`src/verilog/rst_boot_pkg.sv`:
```
// constants and types for the reset and boot-select sequencer
package rst_boot_pkg;
  localparam int unsigned QUAL_PERIODS = 64;
  localparam int unsigned CNT_W = 7;
  localparam logic [CNT_W-1:0] QUAL_CNT = CNT_W'(QUAL_PERIODS);
  localparam logic [CNT_W-1:0] CNT_RST = 7'h00;
  typedef enum logic [1:0] {
    PWR_RUN,
    PWR_IDLE,
    PWR_DOWN
  } pwr_mode_t;
endpackage

```
`src/verilog/reset_and_boot_select.sv`:
```
// reset sequencer: qualifies reset input, merges supervisory timer reset, samples boot strap
module reset_and_boot_select
  import rst_boot_pkg::*;
(
  // clock and reset
  input wire logic mclk,
  input wire logic srst,
  // board reset pin, active high
  input wire logic reset_pin,
  // boot select strap, low selects bootloader
  input wire logic boot_select_strap,
  // supervisory timer expiry pulse
  input wire logic supervisory_timer_expired,
  // low-power requests from the core
  input wire logic idle_req,
  input wire logic pdown_req,
  // outputs
  output logic port_reset,
  output logic chip_reset,
  output logic run_bootloader,
  output logic idle_active,
  output logic pdown_active
);
  import rst_boot_pkg::*;

  // synchronised pin level and its qualification
  logic pin_r;
  logic qualified;

  // registered outputs
  logic port_hold_r;
  logic chip_reset_r;
  logic boot_r;
  logic idle_r;
  logic pdown_r;

  // chip reset request ahead of its register
  logic chip_reset_nxt;

  // low-power state and its next value
  pwr_mode_t mode_r;
  pwr_mode_t mode_nxt;

  // consecutive high samples of the pin, read only by the checks
  logic [CNT_W-1:0] run_len_r;

  // pin level taken into the clock domain once
  always_ff @(posedge mclk) begin
    if (srst) begin
      pin_r <= 1'b0;
    end else begin
      pin_r <= reset_pin;
    end
  end

  // qualification counter: 64 consecutive high samples before chip reset
  rst_qual u_qual (
    .mclk(mclk),
    .srst(srst),
    .level_in(pin_r),
    .qualified(qualified)
  );

  // port reset must act without the oscillator, so the pin itself drives it
  // the register only stretches it by one cycle and covers the block reset
  always_ff @(posedge mclk) begin
    if (srst) begin
      port_hold_r <= 1'b1;
    end else begin
      port_hold_r <= reset_pin;
    end
  end

  assign port_reset = reset_pin || port_hold_r;

  // either source requests the whole chip to reset
  assign chip_reset_nxt = qualified || supervisory_timer_expired;

  always_ff @(posedge mclk) begin
    if (srst) begin
      chip_reset_r <= 1'b1;
    end else begin
      chip_reset_r <= chip_reset_nxt;
    end
  end

  // strap taken on the cycle chip reset releases
  always_ff @(posedge mclk) begin
    if (srst) begin
      boot_r <= 1'b0;
    end else if (chip_reset_r && !chip_reset_nxt) begin
      boot_r <= !boot_select_strap;
    end
  end

  // low-power state: any reset activity forces normal operation
  always_comb begin
    mode_nxt = mode_r;
    if (pin_r || chip_reset_r) begin
      mode_nxt = PWR_RUN;
    end else begin
      case (mode_r)
        PWR_RUN: begin
          if (pdown_req) begin
            mode_nxt = PWR_DOWN;
          end else if (idle_req) begin
            mode_nxt = PWR_IDLE;
          end
        end
        default: begin
          mode_nxt = mode_r;
        end
      endcase
    end
  end

  always_ff @(posedge mclk) begin
    if (srst) begin
      mode_r <= PWR_RUN;
    end else begin
      mode_r <= mode_nxt;
    end
  end

  // mode flags registered from the next state so they leave on flip-flops
  always_ff @(posedge mclk) begin
    if (srst) begin
      idle_r <= 1'b0;
    end else begin
      idle_r <= (mode_nxt == PWR_IDLE);
    end
  end

  always_ff @(posedge mclk) begin
    if (srst) begin
      pdown_r <= 1'b0;
    end else begin
      pdown_r <= (mode_nxt == PWR_DOWN);
    end
  end

  // independent run-length count used by the checks
  always_ff @(posedge mclk) begin
    if (srst) begin
      run_len_r <= CNT_RST;
    end else if (!pin_r) begin
      run_len_r <= CNT_RST;
    end else if (run_len_r != QUAL_CNT) begin
      run_len_r <= run_len_r + 7'h01;
    end
  end

  assign chip_reset = chip_reset_r;
  assign run_bootloader = boot_r;
  assign idle_active = idle_r;
  assign pdown_active = pdown_r;

  // port reset acts in the same cycle as the pin
  port_follow_a: assert property (@(posedge mclk) disable iff (srst)
    reset_pin |-> port_reset) else $error("port reset not following pin");

  // port reset drops once the pin has been low for a cycle
  port_release_a: assert property (@(posedge mclk) disable iff (srst)
    !reset_pin && !$past(reset_pin) && !$past(srst) |-> !port_reset)
    else $error("port reset stuck after pin low");

  // a one-cycle pulse on an idle chip never resets it
  short_pulse_a: assert property (@(posedge mclk) disable iff (srst)
    !chip_reset && $rose(pin_r) ##1 !pin_r && !supervisory_timer_expired |=> !chip_reset)
    else $error("short reset pulse caused reset");

  // a completed run of high samples gives chip reset next cycle
  long_hold_a: assert property (@(posedge mclk) disable iff (srst)
    run_len_r == QUAL_CNT |=> chip_reset) else $error("held reset not honoured");

  // chip reset only rises after a full run or a timer expiry
  early_reset_a: assert property (@(posedge mclk) disable iff (srst)
    $rose(chip_reset) |-> $past(supervisory_timer_expired) || $past(run_len_r) == QUAL_CNT)
    else $error("chip reset before qualification");

  // two low samples with no timer expiry release chip reset
  release_a: assert property (@(posedge mclk) disable iff (srst)
    !pin_r ##1 (!pin_r && !supervisory_timer_expired) |=> !chip_reset)
    else $error("chip reset held after pin low");

  // timer expiry always resets the chip
  wdt_reset_a: assert property (@(posedge mclk) disable iff (srst)
    supervisory_timer_expired |=> chip_reset) else $error("timer expiry missed");

  // pin activity leaves idle and power-down
  wake_run_a: assert property (@(posedge mclk) disable iff (srst)
    pin_r |=> !idle_active && !pdown_active) else $error("reset did not wake");

  // chip reset also holds normal operation
  reset_run_a: assert property (@(posedge mclk) disable iff (srst)
    chip_reset |=> !idle_active && !pdown_active)
    else $error("low power during chip reset");

  // power-down request is honoured from normal operation
  pdown_enter_a: assert property (@(posedge mclk) disable iff (srst)
    !pin_r && !chip_reset && !idle_active && !pdown_active && pdown_req |=> pdown_active)
    else $error("power-down request lost");

  // idle request is honoured from normal operation
  idle_enter_a: assert property (@(posedge mclk) disable iff (srst)
    !pin_r && !chip_reset && !idle_active && !pdown_active && idle_req && !pdown_req
    |=> idle_active) else $error("idle request lost");

  // the two low-power flags never stand together
  one_mode_a: assert property (@(posedge mclk) disable iff (srst)
    !(idle_active && pdown_active)) else $error("two low-power modes at once");

  // strap decision taken at release
  boot_sample_a: assert property (@(posedge mclk) disable iff (srst)
    $fell(chip_reset) |=> run_bootloader == !$past(boot_select_strap, 2))
    else $error("strap not sampled at release");

  // the boot decision changes only on a chip reset release
  boot_hold_a: assert property (@(posedge mclk) disable iff (srst)
    $changed(run_bootloader) |-> $past(chip_reset) && !chip_reset)
    else $error("boot decision changed outside release");
endmodule // reset_and_boot_select

```
`src/verilog/rst_qual.sv`:
```
// counter that qualifies the reset input over consecutive high samples
module rst_qual
  import rst_boot_pkg::*;
(
  // clock and reset
  input wire logic mclk,
  input wire logic srst,
  // sampled reset level
  input wire logic level_in,
  // qualified reset, high while input held long enough
  output logic qualified
);
  logic [CNT_W-1:0] cnt_r;

  always_ff @(posedge mclk) begin
    if (srst) begin
      cnt_r <= CNT_RST;
    end else if (!level_in) begin
      cnt_r <= CNT_RST;
    end else if (cnt_r != QUAL_CNT) begin
      cnt_r <= cnt_r + 7'h01;
    end
  end

  assign qualified = (cnt_r == QUAL_CNT);
endmodule // rst_qual
```
`config.mk`:
```
export PLATFORM = sky130hd
export DESIGN_NAME = reset_and_boot_select
export DESIGN_NICKNAME = d
export VERILOG_FILES = /design/src/verilog/rst_boot_pkg.sv /design/src/verilog/reset_and_boot_select.sv /design/src/verilog/rst_qual.sv
export SDC_FILE = /design/constraint.sdc
export NUM_CORES = 1
export LEC_CHECK = 0
export ABC_CLOCK_PERIOD_IN_PS = 1450
export BUFFER_PORTS_ARGS = -buffer_cell sky130_fd_sc_hd__buf_2
export CAP_MARGIN = 20
export CORE_AREA = 2 2 39 41
export CTS_BUF_LIST = sky130_fd_sc_hd__clkbuf_2 sky130_fd_sc_hd__clkbuf_4 sky130_fd_sc_hd__clkbuf_8
export DETAILED_ROUTE_END_ITERATION = 8
export DIE_AREA = 0 0 41 43
export PLACE_DENSITY_LB_ADDON = 0.15
export SKIP_LAST_GASP = 1
export SLEW_MARGIN = 20
export SYNTH_ARGS = -nofsm -noshare
export SYNTH_HDL_FRONTEND = slang
export SYNTH_SLANG_ARGS = --single-unit
export TNS_END_PERCENT = 100
```
`constraint.sdc`:
```
create_clock -name mclk -period 1.45 [get_ports mclk]
set_input_delay 0.2175 -clock mclk [delete_from_list [all_inputs] [get_ports mclk]]
set_output_delay 0.2175 -clock mclk [all_outputs]
set_load 0.01 [all_outputs]
```
==> summary.txt, run 1 <==
STA
  – RSZ-0062 raised after global routing: yes
  – Clock skew: 0.000860 ns
  – Slew HR: 0.799
  – Slew at the pin closest to its max-slew limit: 0.301 ns
  – Max Fclk: 0.692 GHz
  – Fin. max-slew vios: 0
  – Post-layout minimum cycle time: 1.45 ns
  – Final Hold Fails: 0
  – Fin crit share: 0.997
  – # setup viols final: 0
  – Hold slack: 0.146 ns

Routing
  – DR WL/cell: 10.0 µm
  – DR iter-0 viols: 7
  – DRT Pass-1 Iters: 2
  – Drt total wl: 1050 µm
  – Antenna viol nets, final: 0
  – DR vias/cell: 4.85
  – Vias: 504
  – DRC viols: 0

Power and ir drop
  – Comb pwr share: 0.065
  – Pwr Density: 948 nW/µm²
  – Pleak: 0.310 nW
  – Sequential power share: 0.590
  – Clk network pwr share: 0.345
  – Switching share of power: 0.211
  – VDD IR-drop max: 0.701 mV
  – Pint: 0.000572 W
  – Total power: 0.000725 W
  – Psw: 0.000153 W

Synth
  – Yosys top cell area share: 0.501
  – Cell Area, Synth: 599 µm²
  – Post-synth EDFFs: 0
  – Synth unique cells: 20
  – Synth Register Bits: 15
  – Dominant cells by area after synthesis: dfxtp_1 (50%), a21oi_1 (5.0%), o21ai_0 (5.0%)
  – Cell accounting for the most synthesized area: dfxtp_1
  – Seq/Total Area, Yosys: 0.501
  – Post-synthesis async set-or-reset flop share: 0
  – Synthesized instance count: 68
  – Syn nets: 77
  – Post-synth top flop: dfxtp_1
  – Most common cell in the netlist: dfxtp_1
  – Warnings from Yosys: 0
  – Post-synth top cells: dfxtp_1 (15), nor2_1 (8), a21oi_1 (6), o21ai_0 (6)
  – Syn avg cell area: 8.81 µm²

Worst setup path
  – Critical-path top delay cell: or4_4
  – Number of buffers and inverters on the critical path: 0
  – CP top delay family: simple AND/OR/NAND/NOR gates
  – CP startpoint kind: register
  – WP data required: 1.62 ns
  – CP Class: register to register
  – Crit-path max cell delay: 0.56 ns
  – CP max FO: 5
  – Crit-path cells: or4_4 > o21ai_2 > mux2_4
  – Arr. time, crit path: 1.62 ns
  – CP endpoint kind: register

Final layout
  – Share of layout cells above drive strength 1: 0.341
  – P&R area growth vs syn: 27.6%
  – Fillers: 129
  – Nets: 98
  – N_diodes: 0

Floorplanning
  – Initial Util: 0.433
  – Die area: 1760 µm²
  – Die height: 43 µm
  – Number of cell rows: 14
  – Core area: 1380 µm²
  – Num ports: 12
  – Die width: 41 µm

Placed design
  – Buffers on Ports: 11
  – RD Place Congestion: 0.687
  – DP Wirelength: 796 µm

Clock tree
  – # H-tree levels: 1
  – Root buffer cell: clkbuf_4
  – Worst-skew pair later-pin latency: 0.27 ns
  – CTS sink count: 15
  – Clock Path Buffers: 2
  – Number of buffers created by CTS: 3
  – Hold Buf Count CTS: 0
  – Clock transition at the registers of the reported paths: 0.08 ns
  – CTS tree: done

Status
  – Outcome: complete, no violations

GRT
  – Antenna violations before repair: 0
  – Total GRT Usage: 0.162
  – Global-route wire length before repair: 1850 µm
  – Number of global-route vias before repair: 444
  – Maximum number of pins on one net before global-route repair: 9
  – GRT overflow: 0

Worst hold path
  – Class of the worst hold path: input pin to register

Flow run
  – Number of max-cap violations: 0
## kinds of logic after synthesis
| family | count (synthesis) | share of synthesized area |
|---|---|---|
| AO/OA/AOI/OAI | 13 | 0.113 |
| XOR/XNOR | 3 | 0.0438 |
| adder cells (fa/ha/maj) | 2 | 0.0417 |
| buffers and inverters | 5 | 0.0334 |
| flip-flops | 15 | 0.501 |
| multiplexers | 1 | 0.0188 |
| AND/OR/NAND/NOR | 29 | 0.248 |
## routing by layer
metal	global-route usage	share of wire
met1	0.228	0.50
met3	0.0785	0.039
met2	0.191	0.44
met4	0.100	0.017
met5	0	0
## worst paths after layout
path	from	end	slack, ns	cells past startpoint
worst max register to register	u_qual.cnt_r[2]$_SDFFE_PP0P_	run_bootloader$_SDFFE_PP0P_	0.004	3
worst max-delay path	u_qual.cnt_r[2]$_SDFFE_PP0P_	run_bootloader$_SDFFE_PP0P_	0.004	3
worst min register to register	mode_r[1]$_SDFF_PP0_	idle_active$_SDFF_PP0_	0.47	1
worst min-delay path	reset_pin	port_hold_r$_SDFF_PP1_	0.15	2
## repair_timing
item / in CTS / in global routing
hold endpoints to repair: 0 / 0
endpoints found under the setup margin: 2 / 2
resized for setup: 3 / 2
setup buffers: 0 / 0
pin swaps: 2 / 0
## worst register-to-register path, cell delays in order (launching register included)
cell	delay, ns
dfxtp_2	0.33
or4_4	0.56
o21ai_2	0.15
mux2_4	0.31
## layout by cell type (no fill, tap or decap), drive strengths merged
cell / instances
dfxtp: 15
ha: 2
or3: 4
or2: 2
nand3: 3
nor3: 3
nor2: 8
a21oi: 6
xnor2: 1
buf: 17
inv: 4
xor2: 2
nor3b: 1
nand2b: 1
mux2: 1
o21bai: 1
nor2b: 3
or4: 1
nand2: 3
clkbuf: 4
o21ai: 6
## stage by stage
| step | cell area (µm²) | setup WS (ns) | instances | util | TNS (ns) |
|---|---|---|---|---|---|
| detailed placement | 717 | -0.0601 | 100 | 0.518 | -0.0601 |
| finish | 764 | 0.00398 | 104 | 0.552 | 0 |
| global route | 764 | -0.0289 | 104 | 0.552 | -0.0502 |
| global placement | 717 | -0.0528 | 100 | 0.518 | -0.0528 |
| CTS | 758 | -0.000247 | 104 | 0.548 | -0.000247 |
| floorplan | 602 | -0.0740 | 68 | - | -0.0740 |
## final cells by class
cell class	count	area [µm²]	area share
inverters	4	15.0	0.0196
clock buffers	4	30.0	0.0393
flip-flops and latches	15	304	0.398
well taps	16	20.0	0.0262
multi-input cells	48	295	0.386
repair buffers	17	100	0.131
## registers in the layout, indices dropped and copies added (netlist names)
register and count:
run_bootloader 1, pdown_active 1, pin_r 1, u_qual.cnt_r 7, chip_reset 1, port_hold_r 1
mode_r 2, idle_active 1
## power groups by stage
stage	sequential (W)	combinational (W)	clock, W
after global placement	0.000437	0.0000441	0
after floorplan	0.000438	0.0000230	0
final	0.000428	0.0000473	0.000250
after detailed placement	0.000437	0.0000445	0
after global routing	0.000429	0.0000546	0.000282
after CTS	0.000427	0.0000472	0.000257
Power figures use the tool's default switching activity.
==> inputs of run 2 (changes only) <==
ABC_AREA = 1   (was not set)
==> summary.txt, run 2 <==
GRT
  – Global-route wire length before repair: 1760 µm (was 1850 µm)
  – Total GRT Usage: 0.145 (was 0.162)
  – Antenna violations before repair: 0 (unchanged)
  – Maximum number of pins on one net before global-route repair: 10 (was 9)
  – GRT overflow: 0 (unchanged)
  – Number of global-route vias before repair: 467 (was 444)

Placed design
  – RD Place Congestion: 0.706 (was 0.687)
  – Buffers on Ports: 11 (unchanged)
  – DP Wirelength: 736 µm (was 796 µm)
  – Dpl cell area: 708 µm² (was 717 µm²)

Synth
  – Synth Register Bits: 15 (unchanged)
  – Syn nets: 86 (was 77)
  – Warnings from Yosys: 0 (unchanged)
  – Post-synth EDFFs: 0 (unchanged)
  – Synth Area in Simple Gates: 0.287 (was 0.248)
  – Seq/Total Area, Yosys: 0.474 (was 0.501)
  – Main combinational cell family by area after synthesis: simple AND/OR/NAND/NOR gates (unchanged)
  – Dominant cells by area after synthesis: dfxtp_1 (47%), inv_1 (9.5%), nor2_1 (5.9%) (was dfxtp_1 (50%), a21oi_1 (5.0%), o21ai_0 (5.0%))
  – Most common cell in the netlist: inv_1 (was dfxtp_1)
  – Syn avg cell area: 8.22 µm² (was 8.81 µm²)
  – Post-synthesis mux area share: 0 (was 0.0188)
  – Yosys top cell area share: 0.474 (was 0.501)
  – Synthesized instance count: 77 (was 68)
  – Post-synth top cells: inv_1 (16), dfxtp_1 (15), nor2_1 (10) (was dfxtp_1 (15), nor2_1 (8), a21oi_1 (6), o21ai_0 (6))
  – Synth unique cells: 20 (unchanged)
  – XOR/XNOR share of the synthesized area: 0.0415 (was 0.0438)
  – Compound-Gate Fraction of Synth Area: 0.0632 (was 0.113)
  – Cell Area, Synth: 633 µm² (was 599 µm²)
  – Cell accounting for the most synthesized area: dfxtp_1 (unchanged)
  – Post-synthesis async set-or-reset flop share: 0 (unchanged)
  – Adder-Cell Fraction of Synth Area: 0.0395 (was 0.0418)
  – Post-synth top flop: dfxtp_1 (unchanged)

Power and ir drop
  – VDD IR-drop max: 0.578 mV (was 0.701 mV)
  – Total power: 0.000711 W (was 0.000725 W)
  – Pleak: 0.318 nW (was 0.310 nW)
  – Pwr Density: 967 nW/µm² (was 948 nW/µm²)

Floorplanning
  – Number of cell rows: 14 (unchanged)
  – Die height: 43 µm (unchanged)
  – Die width: 41 µm (unchanged)
  – Core area: 1380 µm² (unchanged)
  – Die area: 1760 µm² (unchanged)
  – Num ports: 12 (unchanged)
  – Initial Util: 0.458 (was 0.433)

Clock tree
  – Worst-skew pair later-pin latency: 0.28 ns (was 0.27 ns)
  – Post-CTS Setup Bufs: 0 (unchanged)
  – Hold Buf Count CTS: 0 (unchanged)
  – Post-cts resize count: 0 (was 3)
  – CTS tree: done (unchanged)
  – Clock Path Buffers: 2 (unchanged)
  – Number of buffers created by CTS: 3 (unchanged)
  – # H-tree levels: 1 (unchanged)
  – Root buffer cell: clkbuf_4 (unchanged)
  – CTS sink count: 15 (unchanged)
  – Clock transition at the registers of the reported paths: 0.09 ns (was 0.08 ns)

STA
  – Clock skew: 0.00145 ns (was 0.000860 ns)
  – Fin. max-slew vios: 0 (unchanged)
  – # setup viols final: 0 (unchanged)
  – Slew at the pin closest to its max-slew limit: 0.241 ns (was 0.301 ns)
  – Fin crit share: 0.836 (was 0.997)
  – Max Fclk: 0.825 GHz (was 0.692 GHz)
  – Slew HR: 0.839 (was 0.799)
  – Final Hold Fails: 0 (unchanged)
  – Post-layout minimum cycle time: 1.21 ns (was 1.45 ns)
  – Setup TNS: 0 ns (unchanged)
  – RSZ-0062 raised after global routing: no (was yes)

Final layout
  – Share of layout cells above drive strength 1: 0.250 (was 0.341)
  – Core Util, Final: 0.532 (was 0.552)
  – P&R area growth vs syn: 16.2% (was 27.6%)
  – N_diodes: 0 (unchanged)
  – Most frequent cells in the layout: inv_1 (16), dfxtp_1 (15), buf_2 (11), nor2_1 (10), nand2_1 (8) (was dfxtp_1 (12), buf_2 (11), nor2_1 (8), a21oi_1 (6), buf_4 (6))
  – Commonest non-fill, non-tap cell in the layout: inv_1 (was dfxtp_1)
  – Largest registers in the final layout: u_qual.cnt_r: 7 flops, mode_r: 2 flops (unchanged)
  – Max reg flops: 7 (unchanged)
  – Nets: 102 (was 98)
  – Largest Register: u_qual.cnt_r (unchanged)
  – Post-route cell area: 736 µm² (was 764 µm²)

Status
  – Outcome: complete, no violations (unchanged)

Worst setup path
  – Arr. time, crit path: 0.99 ns (was 1.62 ns)
  – WP data required: 1.23 ns (was 1.62 ns)
  – CP endpoint kind: output pin (was register)
  – CP max FO: 1 (was 5)
  – CP startpoint kind: register (unchanged)
  – CP Class: register to output pin (was register to register)

Routing
  – Antenna viol nets, final: 0 (unchanged)
  – Vias: 488 (was 504)
  – DR vias/cell: 4.52 (was 4.85)
  – Drt total wl: 934 µm (was 1050 µm)
  – DRT Pass-1 Iters: 3 (was 2)
  – DR iter-0 viols: 6 (was 7)
  – DRC viols: 0 (unchanged)
  – DR WL/cell: 8.65 µm (was 10.0 µm)

Worst hold path
  – Class of the worst hold path: input pin to register (unchanged)

Flow run
  – Number of max-cap violations: 0 (unchanged)
==> run 2: cell families after synthesis <==
group	Yosys count
simple gates	34
buf+inv	16
flops	15
compound gates	7
xor+xnor	3
fa+ha+maj	2
==> run 2: final cells by class <==
type / instances / area [µm²]
multi-input cells: 46 / 273
inverters: 16 / 60.1
clock inverters: 1 / 5.00
clock buffers: 3 / 22.5
well taps: 16 / 20.0
repair buffers: 11 / 55.1
flip-flops and latches: 15 / 300
fillers: 129 / 648
==> run 2: power breakdown <==
| group | total (W) | internal [W] | switching, W |
|---|---|---|---|
| Combinational | 0.0000482 | 0.0000215 | 0.0000267 |
| Sequential | 0.000427 | 0.000422 | 0.00000544 |
| Clock | 0.000236 | 0.000102 | 0.000134 |
| Total | 0.000711 | 0.000545 | 0.000166 |
==> run 2: path summary, 6_finish.rpt <==
kind | start | to | slack [ns] | cells after the start
min | srst | pin_r$_SDFF_PP0_ | 0.13 | 2
min reg2reg | u_qual.cnt_r[6]$_SDFFE_PP0P_ | u_qual.cnt_r[6]$_SDFFE_PP0P_ | 0.48 | 2
max reg2reg | u_qual.cnt_r[0]$_SDFFE_PP0P_ | run_bootloader$_SDFFE_PP0P_ | 0.31 | 9
max | port_hold_r$_SDFF_PP1_ | port_reset | 0.24 | 2
==> run 2: stage by stage <==
step           instances  hold WS [ns]  setup slack, ns
6_report             108         0.125            0.238
5_1_grt              108         0.125            0.139
4_1_cts              108         0.117            0.222
3_5_place_dp         104         0.423            0.316
3_3_place_gp         104         0.421            0.356
2_1_floorplan         77         0.290            0.399
==> run 2: metal layers <==
metal | vias to the layer above | routed length, µm | global-route usage | part of all wire
met5 | - | 0 | 0 | 0
met4 | 0 | 12 | 0.0800 | 0.013
met3 | 2 | 39 | 0.0366 | 0.042
met2 | 9 | 453 | 0.206 | 0.49
met1 | 209 | 428 | 0.192 | 0.46
li1 | 268 | - | - | -
==> run 2: critical path, stage by stage, from the launching register on <==
cell and delay (ns):
dfxtp_1 0.31, or2_2 0.27, buf_2 0.14
